### config.mk
export PLATFORM = sky130hd
export DESIGN_NAME = rig_device_end_flat
export DESIGN_NICKNAME = d
export VERILOG_FILES = /design/src/rtl/rig_pkg.sv /design/src/rtl/rig_link_if.sv /design/src/rtl/rig_device_end.sv /design/src/flat_wrapper.sv
export SDC_FILE = /design/constraint.sdc
export NUM_CORES = 1
export LEC_CHECK = 0
export ABC_AREA = 1
export BUFFER_PORTS_ARGS = -buffer_cell sky130_fd_sc_hd__buf_2
export CORE_MARGIN = 8
export CORE_UTILIZATION = 60
export CTS_CLUSTER_DIAMETER = 30
export DETAILED_ROUTE_END_ITERATION = 7
export PLACE_DENSITY = 0.83
export SLEW_MARGIN = 0
export SYNTH_ARGS = -nofsm -noshare
export SYNTH_HDL_FRONTEND = slang
export SYNTH_SLANG_ARGS = --single-unit
### constraint.sdc
create_clock -name sys_clk -period 2.74 [get_ports sys_clk]
set_input_delay 0 -clock sys_clk [delete_from_list [all_inputs] [get_ports sys_clk]]
set_output_delay 0 -clock sys_clk [all_outputs]
set_load 0.01 [all_outputs]
### src/rtl/rig_pkg.sv
// Purpose: Shared constants and types for the read-back integrity byte ends.
// Assumes: Byte-wide stream between the converter end and the host end.
// Notes: Both ends compute the same byte from the same constants.
package rig_pkg;
	// ==========================================================
	// Integrity mode field
	// ==========================================================
	typedef enum logic [1:0] {
		RIG_MODE_OFF = 2'b00,
		RIG_MODE_SUM = 2'b01,
		RIG_MODE_CRC = 2'b10,
		RIG_MODE_RSV = 2'b11
	} rig_mode_t;

	// ==========================================================
	// Arithmetic constants
	// ==========================================================
	localparam logic [7:0] RIG_SUM_OFFSET = 8'h9b;
	localparam logic [8:0] RIG_CRC_POLY = 9'h107;
	localparam logic [7:0] RIG_CRC_INIT = 8'h00;
	localparam int RIG_PRI_BYTES = 4;
	localparam int RIG_AUX_BYTES = 3;

	// ==========================================================
	// Per-byte updates, most significant bit first
	// ==========================================================
	function automatic logic [7:0] rig_crc_byte(input logic [7:0] crc, input logic [7:0] d);
		logic [7:0] c;
		c = crc ^ d;
		for (int i = 0; i < 8; i++) begin
			c = c[7] ? ((c << 1) ^ RIG_CRC_POLY[7:0]) : (c << 1);
		end
		return c;
	endfunction

	function automatic logic [7:0] rig_next(input rig_mode_t mode, input logic [7:0] acc,
		input logic [7:0] d);
		if (mode == RIG_MODE_CRC) begin
			return rig_crc_byte(acc, d);
		end
		return acc + d;
	endfunction

	function automatic logic [7:0] rig_seed(input rig_mode_t mode);
		return (mode == RIG_MODE_CRC) ? RIG_CRC_INIT : RIG_SUM_OFFSET;
	endfunction
endpackage

### src/rtl/rig_link_if.sv
// Purpose: Byte stream from converter end to host end.
// Assumes: One clock shared by both ends.
// Notes: A byte moves on a cycle with valid and ready both high.
interface rig_link_if;
	logic [7:0] data;
	logic valid;
	logic ready;
	logic last;
	logic isCheck;

	modport dev (output data, output valid, input ready, output last, output isCheck);
	modport host (input data, input valid, output ready, input last, input isCheck);
endinterface

### src/rtl/rig_device_end.sv
// Purpose: Sends conversion or register bytes and appends the integrity byte to conversion reads.
// Assumes: Request fields are stable while reqValid and reqReady are both high.
// Notes: The byte is computed serially as data bytes leave.
// ==========================================================
module rig_device_end (
	// Clock and reset
	input wire logic sys_clk,
	input wire logic arst_n,
	// Request
	input wire logic reqValid,
	output logic reqReady,
	input wire logic reqIsReg,
	input wire logic reqAux,
	input wire logic [31:0] reqData,
	input wire logic [1:0] modeSel,
	// Link
	rig_link_if.dev link
);
	// ==========================================================
	// State
	// ==========================================================
	typedef enum logic [1:0] {
		RIG_S_IDLE = 2'b00,
		RIG_S_DATA = 2'b01,
		RIG_S_CHK = 2'b10
	} rig_dstate_t;

	rig_dstate_t state_r;
	rig_dstate_t state_nxt;
	logic [31:0] shift_r;
	logic [2:0] left_r;
	logic [7:0] acc_r;
	logic [7:0] acc_nxt;
	logic [7:0] out_r;
	logic outLast_r;
	logic outCheck_r;
	logic chkOn_r;
	rig_pkg::rig_mode_t mode_r;
	logic take;
	logic fire;
	logic dataFire;
	logic atFinal;
	logic finalFire;
	logic chkSel;

	// ==========================================================
	// Request decode
	// ==========================================================
	// Conversion bytes in one read-back.
	function automatic logic [2:0] frameBytes(input logic aux);
		return aux ? 3'(rig_pkg::RIG_AUX_BYTES) : 3'(rig_pkg::RIG_PRI_BYTES);
	endfunction

	// Only checksum and CRC modes on a conversion read append a byte.
	function automatic logic checkWanted(input logic isReg, input logic [1:0] mode);
		logic modeOn;
		modeOn = (mode == rig_pkg::RIG_MODE_SUM) || (mode == rig_pkg::RIG_MODE_CRC);
		return modeOn && !isReg;
	endfunction

	assign reqReady = (state_r == RIG_S_IDLE);
	assign take = reqValid && reqReady;
	assign fire = link.valid && link.ready;
	assign dataFire = fire && (state_r == RIG_S_DATA);
	assign atFinal = (state_r == RIG_S_DATA) && (left_r == 3'd1);
	assign finalFire = fire && atFinal;
	// Reserved mode 11 is not programmed; it is treated as off here.
	assign chkSel = checkWanted(reqIsReg, modeSel);

	// ==========================================================
	// Link outputs
	// ==========================================================
	// Data, last and check marker come from registers; only valid follows the state.
	assign link.valid = (state_r != RIG_S_IDLE);
	assign link.data = out_r;
	assign link.isCheck = outCheck_r;
	assign link.last = outLast_r;

	// ==========================================================
	// Sequencer
	// ==========================================================
	always_comb begin
		state_nxt = state_r;
		case (state_r)
			RIG_S_IDLE: begin
				if (take) begin
					state_nxt = RIG_S_DATA;
				end
			end
			RIG_S_DATA: begin
				if (finalFire) begin
					state_nxt = chkOn_r ? RIG_S_CHK : RIG_S_IDLE;
				end
			end
			RIG_S_CHK: begin
				if (fire) begin
					state_nxt = RIG_S_IDLE;
				end
			end
			default: begin
				state_nxt = RIG_S_IDLE;
			end
		endcase
	end

	always_ff @(posedge sys_clk or negedge arst_n) begin
		if (!arst_n) begin
			state_r <= RIG_S_IDLE;
		end else begin
			state_r <= state_nxt;
		end
	end

	// ==========================================================
	// Byte counter
	// ==========================================================
	always_ff @(posedge sys_clk or negedge arst_n) begin
		if (!arst_n) begin
			left_r <= 3'd0;
		end else if (take) begin
			left_r <= frameBytes(reqAux);
		end else if (dataFire) begin
			left_r <= left_r - 3'd1;
		end
	end

	// ==========================================================
	// Request capture
	// ==========================================================
	always_ff @(posedge sys_clk or negedge arst_n) begin
		if (!arst_n) begin
			chkOn_r <= 1'b0;
			mode_r <= rig_pkg::RIG_MODE_OFF;
		end else if (take) begin
			chkOn_r <= chkSel;
			mode_r <= rig_pkg::rig_mode_t'(modeSel);
		end
	end

	// ==========================================================
	// Data shifter, most significant byte first
	// ==========================================================
	always_ff @(posedge sys_clk or negedge arst_n) begin
		if (!arst_n) begin
			shift_r <= 32'h0;
		end else if (take) begin
			shift_r <= reqAux ? {reqData[23:0], 8'h00} : reqData;
		end else if (dataFire) begin
			shift_r <= {shift_r[23:0], 8'h00};
		end
	end

	// ==========================================================
	// Integrity accumulator
	// ==========================================================
	// Bytewise CRC from zero equals the long division of data followed by eight zeros.
	assign acc_nxt = rig_pkg::rig_next(mode_r, acc_r, shift_r[31:24]);
	always_ff @(posedge sys_clk or negedge arst_n) begin
		if (!arst_n) begin
			acc_r <= 8'h00;
		end else if (take) begin
			acc_r <= rig_pkg::rig_seed(rig_pkg::rig_mode_t'(modeSel));
		end else if (dataFire) begin
			acc_r <= acc_nxt;
		end
	end

	// ==========================================================
	// Output byte
	// ==========================================================
	always_ff @(posedge sys_clk or negedge arst_n) begin
		if (!arst_n) begin
			out_r <= 8'h00;
		end else if (take) begin
			out_r <= reqAux ? reqData[23:16] : reqData[31:24];
		end else if (finalFire) begin
			out_r <= acc_nxt;
		end else if (dataFire) begin
			out_r <= shift_r[23:16];
		end
	end

	// ==========================================================
	// Frame markers
	// ==========================================================
	// Markers are set one byte ahead so they stand with the byte they describe.
	always_ff @(posedge sys_clk or negedge arst_n) begin
		if (!arst_n) begin
			outCheck_r <= 1'b0;
			outLast_r <= 1'b0;
		end else if (take) begin
			outCheck_r <= 1'b0;
			outLast_r <= 1'b0;
		end else if (dataFire && left_r == 3'd2) begin
			outLast_r <= !chkOn_r;
		end else if (finalFire) begin
			outCheck_r <= chkOn_r;
			outLast_r <= chkOn_r;
		end else if (fire) begin
			outCheck_r <= 1'b0;
			outLast_r <= 1'b0;
		end
	end
endmodule

### src/flat_wrapper.sv
// flat-port wrapper written by rule: the top's interface ports become plain ports
module rig_device_end_flat 
  (sys_clk, arst_n, reqValid, reqReady, reqIsReg, reqAux, reqData, modeSel, link_data, link_valid, link_ready, link_last, link_isCheck);
  rig_link_if link_i ();
  input wire logic sys_clk;
  input wire logic arst_n;
  input wire logic reqValid;
  output logic reqReady;
  input wire logic reqIsReg;
  input wire logic reqAux;
  input wire logic [31:0] reqData;
  input wire logic [1:0] modeSel;
  output wire logic [$bits(link_i.data)-1:0] link_data;
  output wire logic [$bits(link_i.valid)-1:0] link_valid;
  input wire logic [$bits(link_i.ready)-1:0] link_ready;
  output wire logic [$bits(link_i.last)-1:0] link_last;
  output wire logic [$bits(link_i.isCheck)-1:0] link_isCheck;
  assign link_data = link_i.data;
  assign link_valid = link_i.valid;
  assign link_i.ready = link_ready;
  assign link_last = link_i.last;
  assign link_isCheck = link_i.isCheck;
  rig_device_end u_core (.sys_clk(sys_clk), .arst_n(arst_n), .reqValid(reqValid), .reqReady(reqReady), .reqIsReg(reqIsReg), .reqAux(reqAux), .reqData(reqData), .modeSel(modeSel), .link(link_i));
endmodule
==> reports/results.tsv, run 1 <==
stage	metric	value	unit
routing	DR WL met2	4.684	mm
placement	gpl congestion	0.8539	
finish	nets	577	
setup_path	Critical Path Fanout Max	33	
run	Max Cap Viol	0	
sta	slew of the pin with the lowest slew margin	0.5743	ns
power	Switching Power	2.309	mW
placement	DP Cell Count	553	
die	Chip Height	92	um
setup_path	CP required	2.98	ns
finish	area grow syn2layout	23.61	%
global_route	largest net degree at the start of global routing	44	
routing	initial detailed-routing violation count	281	
placement	Post-DP Area	3751	um^2
placement	Place WS	0.8137	ns
routing	met3 WL	612	um
die	CORE AREA	5540	um^2
global_route	Tot GR Track Use	0.2347	
cts	H-tree levels	3	
global_route	number of global-route vias before repair	3445	
power	Reg power frac	0.284	
routing	DRC	0	
power	Worst VDD drop	0.6845	mV
power	power density cells	1190	nW/um^2
sta	Peak Freq	496.5	MHz
sta	period utilization	0.7351	
setup_path	Critical Path AT	2.25	ns
logic_synthesis	sequential cell area fraction in the yosys report	0.4188	
power	Logic pwr share	0.545	
logic_synthesis	Warnings, synthesis	0	
cts	clock sinks	58	
routing	Top Metal Used	met4	
sta	post-layout min period	2.014	ns
cts	root buf cell	clkbuf_8	
sta	final setup skew	0.004049	ns
placement	IO buf count	51	
cts	# resized after CTS	0	
cts	TritonCTS Buffers	9	
setup_path	kind of critical path	register to register	
routing	via count	3455	
global_route	first-pass GRT wire length	15.93	mm
logic_synthesis	flops & latches, synth	58	
finish	layout cell share with drive strength beyond 1	0.1591	
die	die width	92	um
logic_synthesis	synth unique cells	38	
die	Initial Util	0.6256	
sta	# setup viols final	0	
logic_synthesis	Post-Syn Area	3466	um^2
routing	Via density	5.739	
global_route	GR Overflow Total	0	
die	io pins	52	
cts	Reg clk slew, reported paths	0.07	ns
sta	slew margin rel.	0.6162	
power	Clock power frac	0.171	
outcome	status	complete, no violations	
finish	Final Instance Area	4284	um^2
sta	final hold vios	0	
finish	Non-Filler Instances	602	
logic_synthesis	Mapped Cells	441	
power	Internal	2.788	mW
finish	final core occ	0.7733	
logic_synthesis	syn_nets	495	
routing	DRT Pass-1 Iters	5	
sta	worst setup margin	0.7259	ns
setup_path	CP startpoint kind	register	
min_path	Hold Crit Class	input port to register	
cts	Bufs on Longest Clock Path	2	
die	DIE AREA	8464	um^2
routing	wl on met1	3.876	mm
power	total power	5.096	mW
logic_synthesis	Post-Syn Area per Cell	7.859	um^2
power	Sw Ratio	0.4530	
routing	drt total wl	9.613	mm
cts	clock tree from TritonCTS	yes	
placement	Detail Placement HPWL	6.316	mm
routing	WL per Instance	15.97	um
sta	hold_ws	0.01480	ns
cts	post-CTS setup buffers	0	
sta	setup TNS	0	ns
global_route	initial antenna violation count	1	
sta	Final Max Tran Viols	0	
die	row count	27	
setup_path	Crit. End Element	register	
cts	later-pin clock latency in the skew report	0.35	ns
routing	Final ANT Viol Nets	0	
power	P_leak	2.225	nW
sta	unrepaired setup endpoints after global routing	false	
-- power by group through the flow --
stage	logic (mW)	clock network [mW]	registers, mW
finish	2.78	0.873	1.45
global route	3.15	0.909	1.48
global placement	2.56	0	1.44
floorplan	2.04	0	1.42
CTS	2.73	0.873	1.43
detailed placement	2.66	0	1.44
-- layer usage --
metal / up-vias / global-route usage
met5: - / 0
met4: 0 / 0.1544
met3: 47 / 0.04890
met2: 176 / 0.3838
met1: 1601 / 0.2735
li1: 1631 / -
-- layout by cell type, fill, tap and decap left out, types with 2 or more instances in the layout --
cell type	n
inv_4	3
o21a_1	2
or2_2	2
nor2_4	2
and3_1	4
a21oi_1	4
a21o_1	2
nor2_1	11
o211ai_1	14
bufinv_16	2
nand2_1	141
a22o_1	5
nand3_4	2
nand3_1	31
diode_2	2
o31ai_1	3
dlygate4sd3_1	31
a32oi_1	5
o22ai_1	9
nand3b_1	2
o221ai_1	7
buf_2	51
a22oi_1	5
o21ai_0	26
inv_1	63
dfrtp_1	58
inv_2	2
buf_4	2
xnor2_1	2
ha_1	13
nand4_1	2
clkinv_2	4
clkbuf_8	10
-- final timing paths --
path,start,to,slack [ns],cells after the start
min in group asynchronous,arst_n,u_core.chkOn_r$_DFFE_PN0P_,0.08,2
max in group asynchronous,arst_n,u_core.acc_r[2]$_DFFE_PN0P_,1.80,3
worst max-delay path,u_core.state_r[1]$_DFFE_PN0P_,u_core.link.data[7]$_DFFE_PN0P_,0.73,8
worst max register to register,u_core.state_r[1]$_DFFE_PN0P_,u_core.link.data[7]$_DFFE_PN0P_,0.73,8
worst min register to register,u_core.link.last$_DFFE_PN0P_,u_core.link.last$_DFFE_PN0P_,0.49,2
worst min-delay path,reqData[14],u_core.shift_r[14]$_DFFE_PN0P_,0.01,3
-- synthesized netlist by cell type --
library cell  count  area, um^2
buf_1             1       3.750
a22oi_1           5       37.54
inv_2             2       7.510
dfrtp_1          58        1451
o22ai_1           9       56.30
and3_1            4       25.02
o211ai_1         14       105.1
o21a_1            2       15.01
a21o_1            2       15.01
a21oi_1           4       20.02
buf_2             9       45.04
a22o_1            5       43.79
buf_4             2       15.01
a32oi_1           5       43.79
nand3_1          31       155.2
fa_1              1       20.02
nor2_4            2       22.52
nand2_2           1       6.260
o21ai_1           1       5.000
nor2_8            1       20.02
ha_1             13       162.7
or2_1             1       6.260
nand3_4           2       35.03
inv_4             3       18.77
nand2_4           1       11.26
o31ai_1           3       22.52
buf_6             1       11.26
nand3b_1          2       15.01
nand4_1           2       12.51
or2_2             2       12.51
nand2_1         141       529.3
inv_1            63       236.5
o21ai_0          26       130.1
nor2_1           11       41.29
xor2_1            1       8.760
nand2_8           1       20.02
xnor2_1           2       17.52
o221ai_1          7       61.31
-- worst max-delay path, stage by stage (launching register included) --
cell and delay (ns):
dfrtp_1 0.42, inv_1 0.16, nand3_4 0.23, nand2_4 0.37, inv_2 0.32, nand2_1 0.12
o21ai_0 0.08, nor2_1 0.10, nand2_1 0.06
-- what timing repair did --
action,4_1_cts,5_1_grt
hold buffers,31,0
setup endpoints to repair,0,0
hold endpoints to repair,47,0
-- flip-flops by register name, indices dropped and copies added, names as in the netlist --
name and count:
u_core.state_r 2, u_core.left_r 3, u_core.mode_r 2, u_core.link.data 8, u_core.link.isCheck 1, u_core.acc_r 8
u_core.link.last 1, u_core.shift_r 32, u_core.chkOn_r 1
-- layout make-up --
| class | instances | area (um^2) |
|---|---|---|
| diodes | 2 | 5.005 |
| well taps | 72 | 90.09 |
| inverters | 68 | 262.8 |
| flip-flops and latches | 58 | 1451 |
| clock buffers | 10 | 137.6 |
| fillers | 380 | 1256 |
| repair buffers | 84 | 580.6 |
| clock inverters | 6 | 80.08 |
| multi-input cells | 302 | 1677 |
-- kinds of logic after synthesis --
group,after synthesis,synth area share
compound gates,83,0.1603
xor+xnor,3,0.007583
flops,58,0.4188
simple gates,202,0.2632
fa+ha+maj,14,0.05271
buf+inv,81,0.09747
(Power assumes the default switching activity.)
==> inputs of run 2 (changes only) <==
- CORE_UTILIZATION: 60 -> 57
- PLACE_DENSITY: 0.83 -> 0.8
- clock period: 2.74 -> 2.07 ns (I/O delays scaled with it)
==> run 2 against run 1 <==
  * Non-clock buffer count rose by 11
  * Total power rose by 27%
  * Clock-buffer cell count rose by 1
  * Cell count rose by 2.0%
  * Critical endpoint is now u_core.shift_r[28]$_DFFE_PN0P_
  * Worst setup slack got worse by 0.65 ns
  * Global-route usage fell by 1.4 points
  * Die area rose by 4.3%
  * Highest routed layer unchanged
  * Clock skew rose by 0.0064 ns
  * Wire length fell by 0.76%
==> reports/results.tsv, run 2 (synthesis results as in run 1) <==
stage	metric	value	unit	change
outcome	status	complete, no violations		unchanged
global_route	number of global-route vias before repair	3232		was 3445
routing	DRC	0		unchanged
min_path	hold path startpoint	reqData[15]		was reqData[14]
global_route	initial antenna violation count	0		was 1
global_route	largest net degree at the start of global routing	33		was 44
setup_path	Crit. End Element	register		unchanged
setup_path	kind of critical path	register to register		unchanged
cts	clock sinks	58		unchanged
cts	Bufs on Longest Clock Path	2		unchanged
sta	Peak Freq	502.5	MHz	was 496.5 MHz
die	CORE AREA	5886	um^2	was 5540 um^2
die	DIE AREA	8831	um^2	was 8464 um^2
sta	post-layout min period	1.990	ns	was 2.014 ns
setup_path	CP startpoint kind	register		unchanged
die	Chip Height	93.98	um	was 92 um
placement	gpl congestion	0.8747		was 0.8539
sta	# setup viols final	0		unchanged
finish	commonest non-fill, non-tap cell in the layout	nand2_1		unchanged
setup_path	crit path max-delay cell type	dlygate4sd3_1		was dfrtp_1
setup_path	Critical Path Fanout Max	15		was 33
min_path	Hold Crit Class	input port to register		unchanged
die	Initial Util	0.5889		was 0.6256
cts	root buf cell	clkbuf_8		unchanged
routing	Via density	5.511		was 5.739
setup_path	Crit path largest cell delay	0.58	ns	was 0.42 ns
finish	nets	588		was 577
global_route	first-pass GRT wire length	15.56	mm	was 15.93 mm
placement	Detail Placement HPWL	6.483	mm	was 6.316 mm
cts	later-pin clock latency in the skew report	0.34	ns	was 0.35 ns
finish	layout cell share with drive strength beyond 1	0.1707		was 0.1591
finish	most frequent cells in the layout	nand2_1, inv_1, dfrtp_1		unchanged
power	P_leak	2.245	nW	was 2.225 nW
placement	Post-DP Area	3807	um^2	was 3751 um^2
setup_path	Critical Path AT	2.25	ns	about the same
sta	Final Max Tran Viols	0		unchanged
power	Worst VDD drop	0.7455	mV	was 0.6845 mV
cts	Reg clk slew, reported paths	0.07	ns	about the same
finish	largest reg by FF count	u_core.shift_r		unchanged
setup_path	most frequent CP cell	nor2_4		was nand2_1
cts	TritonCTS Buffers	9		unchanged
routing	Final ANT Viol Nets	0		unchanged
routing	drt total wl	9.540	mm	was 9.613 mm
finish	Largest register FFs	32		unchanged
finish	area grow syn2layout	24.44	%	was 23.61%
setup_path	critical path, cell by cell	nor2_4 -> nand2_8 -> nor2_4 -> buf_4 -> a22oi_1 -> dlygate4sd3_1 -> o211ai_1		was inv_1 -> nand3_4 -> nand2_4 -> inv_2 -> nand2_1 -> o21ai_0 -> nor2_1 -> nand2_1
cts	H-tree levels	3		unchanged
sta	period utilization	0.9613		was 0.7351
routing	initial detailed-routing violation count	249		was 281
setup_path	RR Startpoint	u_core.state_r[0]$_DFFE_PN0P_		was u_core.state_r[1]$_DFFE_PN0P_
routing	DRT Pass-1 Iters	6		was 5
finish	Final Instance Area	4313	um^2	was 4284 um^2
sta	slew of the pin with the lowest slew margin	0.5617	ns	was 0.5743 ns
die	row count	28		was 27
sta	setup TNS	0	ns	unchanged
global_route	GR Overflow Total	0		unchanged
die	die width	93.98	um	was 92 um
power	power density cells	1502	nW/um^2	was 1190 nW/um^2
finish	Diodes inserted	0		was 2
routing	WL per Instance	15.54	um	was 15.97 um
sta	final hold vios	0		unchanged
global_route	Tot GR Track Use	0.2202		was 0.2347
setup_path	CP required	2.33	ns	was 2.98 ns
routing	via count	3384		was 3455
cts	clock tree from TritonCTS	yes		unchanged
sta	final setup skew	0.01041	ns	was 0.004049 ns
placement	IO buf count	51		unchanged
run	Max Cap Viol	0		unchanged
die	io pins	52		unchanged
setup_path	CP Launch Point	u_core.state_r[0]$_DFFE_PN0P_		was u_core.state_r[1]$_DFFE_PN0P_
sta	slew margin rel.	0.6250		was 0.6162
-- run 2: cell count changes in the layout (fill, tap and decap cells not counted), sizes merged --
cell,change
buf,+10
bufinv,-2
clkbuf,+1
clkinvlp,+1
diode,-2
dlygate4sd3,+1
-- run 2: per-layer routing --
layer / wire length [um] / GRT usage / vias to the layer above
met5: 0 / 0 / -
met1: 4063 / 0.2863 / 1594
li1: - / - / 1648
met3: 521 / 0.04636 / 13
met2: 4801 / 0.3541 / 129
met4: 153 / 0.07530 / 0
-- run 2: critical path: cells and delay by family (launching register included) --
kind | cells | cell delay, ns
buffers and inverters | 2 | 0.78
and+or+nand+nor | 3 | 0.47
DFF | 1 | 0.46
AOI/OAI and AO/OA | 2 | 0.18
-- run 2: path summary, 6_finish.rpt --
| kind | cells after the start | end | slack, ns |
|---|---|---|---|
| max in group asynchronous | 3 | u_core.acc_r[2]$_DFFE_PN0P_ | 1.36 |
| setup reg to reg | 7 | u_core.shift_r[28]$_DFFE_PN0P_ | 0.08 |
| setup / recovery | 7 | u_core.shift_r[28]$_DFFE_PN0P_ | 0.08 |
| hold reg to reg | 2 | u_core.acc_r[6]$_DFFE_PN0P_ | 0.49 |
| min in group asynchronous | 2 | u_core.shift_r[3]$_DFFE_PN0P_ | 0.06 |
| hold / removal | 3 | u_core.shift_r[15]$_DFFE_PN0P_ | 0.02 |
-- run 2: repair_timing --
item | CTS | global route
hold buffers | 32 | 0
resized for setup | 0 | 0
endpoints found under the setup margin | 0 | 1
endpoints found under the hold margin | 90 | 0
buffers inserted | 0 | 3
-- run 2: stage by stage --
| stage | hold WS, ns | power, mW | utilization | setup WS, ns | std cells |
|---|---|---|---|---|---|
| 2_1_floorplan | -0.2956 | 4.574 | - | 0.5201 | 441 |
| 3_3_place_gp | -0.1183 | 5.347 | 0.6469 | 0.4137 | 563 |
| 3_5_place_dp | -0.1174 | 5.454 | 0.6469 | 0.3951 | 563 |
| 4_1_cts | 0.005006 | 6.433 | 0.7290 | 0.1019 | 611 |
| 5_1_grt | 0.01278 | 7.042 | 0.7328 | -0.003336 | 614 |
| 6_report | 0.01726 | 6.478 | 0.7328 | 0.08010 | 614 |
-- run 2: report_power, final --
group | internal, mW | switching, mW | leakage [nW]
clock | 0.430 | 0.451 | 0.0831
combinational | 1.42 | 2.26 | 1.43
sequential | 1.62 | 0.291 | 0.732
total | 3.47 | 3.01 | 2.25
-- run 2: cell type report --
cell class,instances,area (um^2)
Clock inverter,5,31.28
Clock buffer,11,131.4
Fill cell,417,1573
Sequential cell,58,1451
Multi-Input combinational cell,302,1677
Tap cell,75,93.84
Inverter,68,262.8
Timing Repair Buffer,95,665.6
==> inputs of run 3 (changes only) <==
- ABC_AREA: 1 -> not set
==> run 3 against run 2 <==
  * Sequential share of layout area rose by 1.9 points
  * Hold slack better by 0.024 ns
  * Core utilization about the same
  * Register-to-register slack better by 0.05 ns
  * Die area decreased by 3.6%
  * Sequential power rose by 2%
  * Critical path depth unchanged
  * Wire length down 10%
  * First-iteration DRC count is 0.80% lower
  * Combinational power fell by 8.7%
  * Critical endpoint is now u_core.acc_r[7]$_DFFE_PN0P_
  * Largest power group unchanged
==> reports/results.tsv, run 3 <==
stage	metric	value	unit	change
setup_path	Critical Path AT	2.21	ns	was 2.25 ns
sta	period utilization	0.9351		was 0.9613
routing	DRC	0		unchanged
placement	IO buf count	51		unchanged
die	io pins	52		unchanged
logic_synthesis	Post-Syn Area	3316	um^2	was 3466 um^2
power	Sw Ratio	0.4148		was 0.4643
sta	Final Max Tran Viols	0		unchanged
routing	Final ANT Viol Nets	0		unchanged
logic_synthesis	top-area cell type share of the netlist area	0.4377		was 0.4188
sta	slew of the pin with the lowest slew margin	0.6207	ns	was 0.5617 ns
sta	# setup viols final	0		unchanged
finish	Diodes inserted	0		unchanged
sta	final hold vios	0		unchanged
cts	later-pin clock latency in the skew report	0.34	ns	about the same
die	Chip Height	92.27	um	was 93.98 um
cts	clock tree from TritonCTS	yes		unchanged
logic_synthesis	Post-Syn Area per Cell	9.555	um^2	was 7.859 um^2
finish	commonest non-fill, non-tap cell in the layout	dfrtp_1		was nand2_1
routing	Via density	6.066		was 5.511
routing	drt total wl	8.556	mm	was 9.540 mm
global_route	met1 Usage GRT	0.2814		was 0.2863
logic_synthesis	top cells by area, synth	dfrtp_1, a221o_1, a21oi_1, ha_1, nand2_1		was dfrtp_1, nand2_1, inv_1, ha_1, nand3_1
cts	Bufs on Longest Clock Path	2		unchanged
power	Logic pwr share	0.531		was 0.568
routing	via count	3015		was 3384
logic_synthesis	Commonest cells post-synth	dfrtp_1, a21oi_1, nand2_1		was nand2_1, inv_1, dfrtp_1
sta	final setup skew	0.007080	ns	was 0.01041 ns
placement	Detail Placement HPWL	5.800	mm	was 6.483 mm
routing	initial detailed-routing violation count	247		was 249
sta	worst setup margin	0.1344	ns	was 0.08010 ns
placement	Post-DP Area	3665	um^2	was 3807 um^2
power	Reg power frac	0.310		was 0.296
power	power density cells	1547	nW/um^2	was 1502 nW/um^2
power	Worst VDD drop	0.7150	mV	was 0.7455 mV
finish	nets	474		was 588
die	DIE AREA	8514	um^2	was 8831 um^2
global_route	GR Overflow Total	0		unchanged
cts	TritonCTS Buffers	9		unchanged
cts	Reg clk slew, reported paths	0.07	ns	about the same
sta	setup TNS	0	ns	unchanged
placement	DP Cell Count	458		was 563
run	Max Cap Viol	0		unchanged
finish	most frequent cells in the layout	dfrtp_1, buf_2, nand2_1, a21oi_1, nand3_1		was nand2_1, inv_1, dfrtp_1
power	total power	6.323	mW	was 6.478 mW
min_path	Hold Crit Class	input port to register		unchanged
placement	Place WS	0.1033	ns	was 0.3951 ns
logic_synthesis	sequential cell area fraction in the yosys report	0.4377		was 0.4188
power	Clock power frac	0.159		was 0.136
logic_synthesis	Post-synth ARST share	1.000		unchanged
setup_path	Critical Path Fanout Max	8		was 15
routing	DRT Pass-1 Iters	5		was 6
setup_path	CP startpoint kind	register		unchanged
die	row count	27		was 28
outcome	status	complete, no violations		unchanged
global_route	first-pass GRT wire length	14.68	mm	was 15.56 mm
placement	gpl congestion	0.8574		was 0.8747
logic_synthesis	Yosys top cell by area	dfrtp_1		unchanged
logic_synthesis	most numerous cell in the Yosys netlist	dfrtp_1		was nand2_1
finish	area grow syn2layout	23.25	%	was 24.44%
cts	H-tree levels	3		unchanged
logic_synthesis	syn_nets	401		was 495
cts	post-CTS setup buffers	0		unchanged
finish	layout cell share with drive strength beyond 1	0.2118		was 0.1707
power	P_leak	1.922	nW	was 2.245 nW
logic_synthesis	Warnings, synthesis	0		unchanged
sta	slew margin rel.	0.5862		was 0.6250
setup_path	kind of critical path	register to register		unchanged
global_route	initial antenna violation count	0		unchanged
setup_path	CP required	2.35	ns	was 2.33 ns
power	Switching Power	2.623	mW	was 3.008 mW
logic_synthesis	Mapped Cells	347		was 441
logic_synthesis	synth unique cells	42		was 38
sta	post-layout min period	1.936	ns	was 1.990 ns
die	Initial Util	0.5948		was 0.5889
finish	Non-Filler Instances	497		was 614
power	Internal	3.700	mW	was 3.470 mW
global_route	number of global-route vias before repair	3002		was 3232
cts	clock sinks	58		unchanged
global_route	M3 GR Usage	0.05705		was 0.04636
finish	Final Instance Area	4086	um^2	was 4313 um^2
global_route	met2 global-route usage	0.3266		was 0.3541
cts	root buf cell	clkbuf_8		unchanged
finish	Largest register FFs	32		unchanged
routing	WL per Instance	17.22	um	was 15.54 um
logic_synthesis	dominant synthesized flop cell	dfrtp_1		unchanged
sta	Peak Freq	516.6	MHz	was 502.5 MHz
global_route	largest net degree at the start of global routing	53		was 33
global_route	Tot GR Track Use	0.2109		was 0.2202
setup_path	Crit. End Element	register		unchanged
global_route	GRT Max-Usage Layer	met2		unchanged
finish	largest reg by FF count	u_core.shift_r		unchanged
logic_synthesis	flops & latches, synth	58		unchanged
die	CORE AREA	5574	um^2	was 5886 um^2
die	die width	92.27	um	was 93.98 um
logic_synthesis	number of synthesized flops with an enable pin	0		unchanged
run 3: kinds of logic (layout without fill, tap and decap cells):
family | after synthesis | in the layout | share of synthesized area
AO/OA/AOI/OAI | 102 | 102 | 0.2155
XOR/XNOR | 20 | 20 | 0.05510
multiplexers | 13 | 13 | 0.03924
flip-flops | 58 | 58 | 0.4377
adder cells (fa/ha/maj) | 14 | 14 | 0.05510
AND/OR/NAND/NOR | 102 | 102 | 0.1445
buffers and inverters | 38 | 116 | 0.05283
run 3: worst max-delay path: stages, from the launching register on:
cell	delay [ns]
dfrtp_1	0.40
ha_2	0.42
a21oi_1	0.14
o21ai_0	0.17
a211oi_1	0.07
a2111oi_0	0.36
o311ai_0	0.20
nand4_1	0.11
run 3: repair_timing:
action | in CTS | in global routing
hold endpoints to repair | 47 | 0
resized for setup | 0 | 3
hold buffers | 23 | 0
setup endpoints to repair | 0 | 2
run 3: final timing paths:
path | startpoint | endpoint | slack [ns] | cells past startpoint
worst max-delay path | u_core.acc_r[6]$_DFFE_PN0P_ | u_core.acc_r[7]$_DFFE_PN0P_ | 0.13 | 7
worst min-delay path | link_ready | u_core.state_r[1]$_DFFE_PN0P_ | 0.04 | 3
worst max register to register | u_core.acc_r[6]$_DFFE_PN0P_ | u_core.acc_r[7]$_DFFE_PN0P_ | 0.13 | 7
worst min register to register | u_core.shift_r[9]$_DFFE_PN0P_ | u_core.shift_r[9]$_DFFE_PN0P_ | 0.49 | 2
max in group asynchronous | arst_n | u_core.acc_r[0]$_DFFE_PN0P_ | 1.28 | 3
min in group asynchronous | arst_n | u_core.state_r[1]$_DFFE_PN0P_ | 0.20 | 2
run 3: power groups by stage:
stage                     Sequential, mW  Clock [mW]  Combinational [mW]
after floorplan                     1.86           0                2.55
after global placement              1.94           0                3.14
after detailed placement            1.96           0                3.24
after CTS                           1.94        1.02                3.31
after global routing                2.01        1.07                3.73
final                               1.96        1.01                3.36
run 3: final cells by class:
cell class | count | area [um^2]
inverters | 11 | 41.29
repair buffers | 89 | 623.1
fillers | 388 | 1488
well taps | 72 | 90.09
clock inverters | 5 | 55.05
clock buffers | 11 | 131.4
flip-flops and latches | 58 | 1451
multi-input cells | 251 | 1694
run 3: through the flow:
step | hold WS, ns | util
finish | 0.04089 | 0.7331
floorplan | -0.2956 | -
global route | 0.07555 | 0.7331
detailed placement | 0.05578 | 0.6575
global placement | 0.05271 | 0.6575
CTS | 0.02957 | 0.7322
run 3: metal layers:
| layer | vias to the layer above | wire (um) |
|---|---|---|
| met2 | 133 | 3997 |
| met5 | - | 0 |
| met4 | 0 | 99 |
| li1 | 1404 | - |
| met3 | 12 | 586 |
| met1 | 1466 | 3872 |
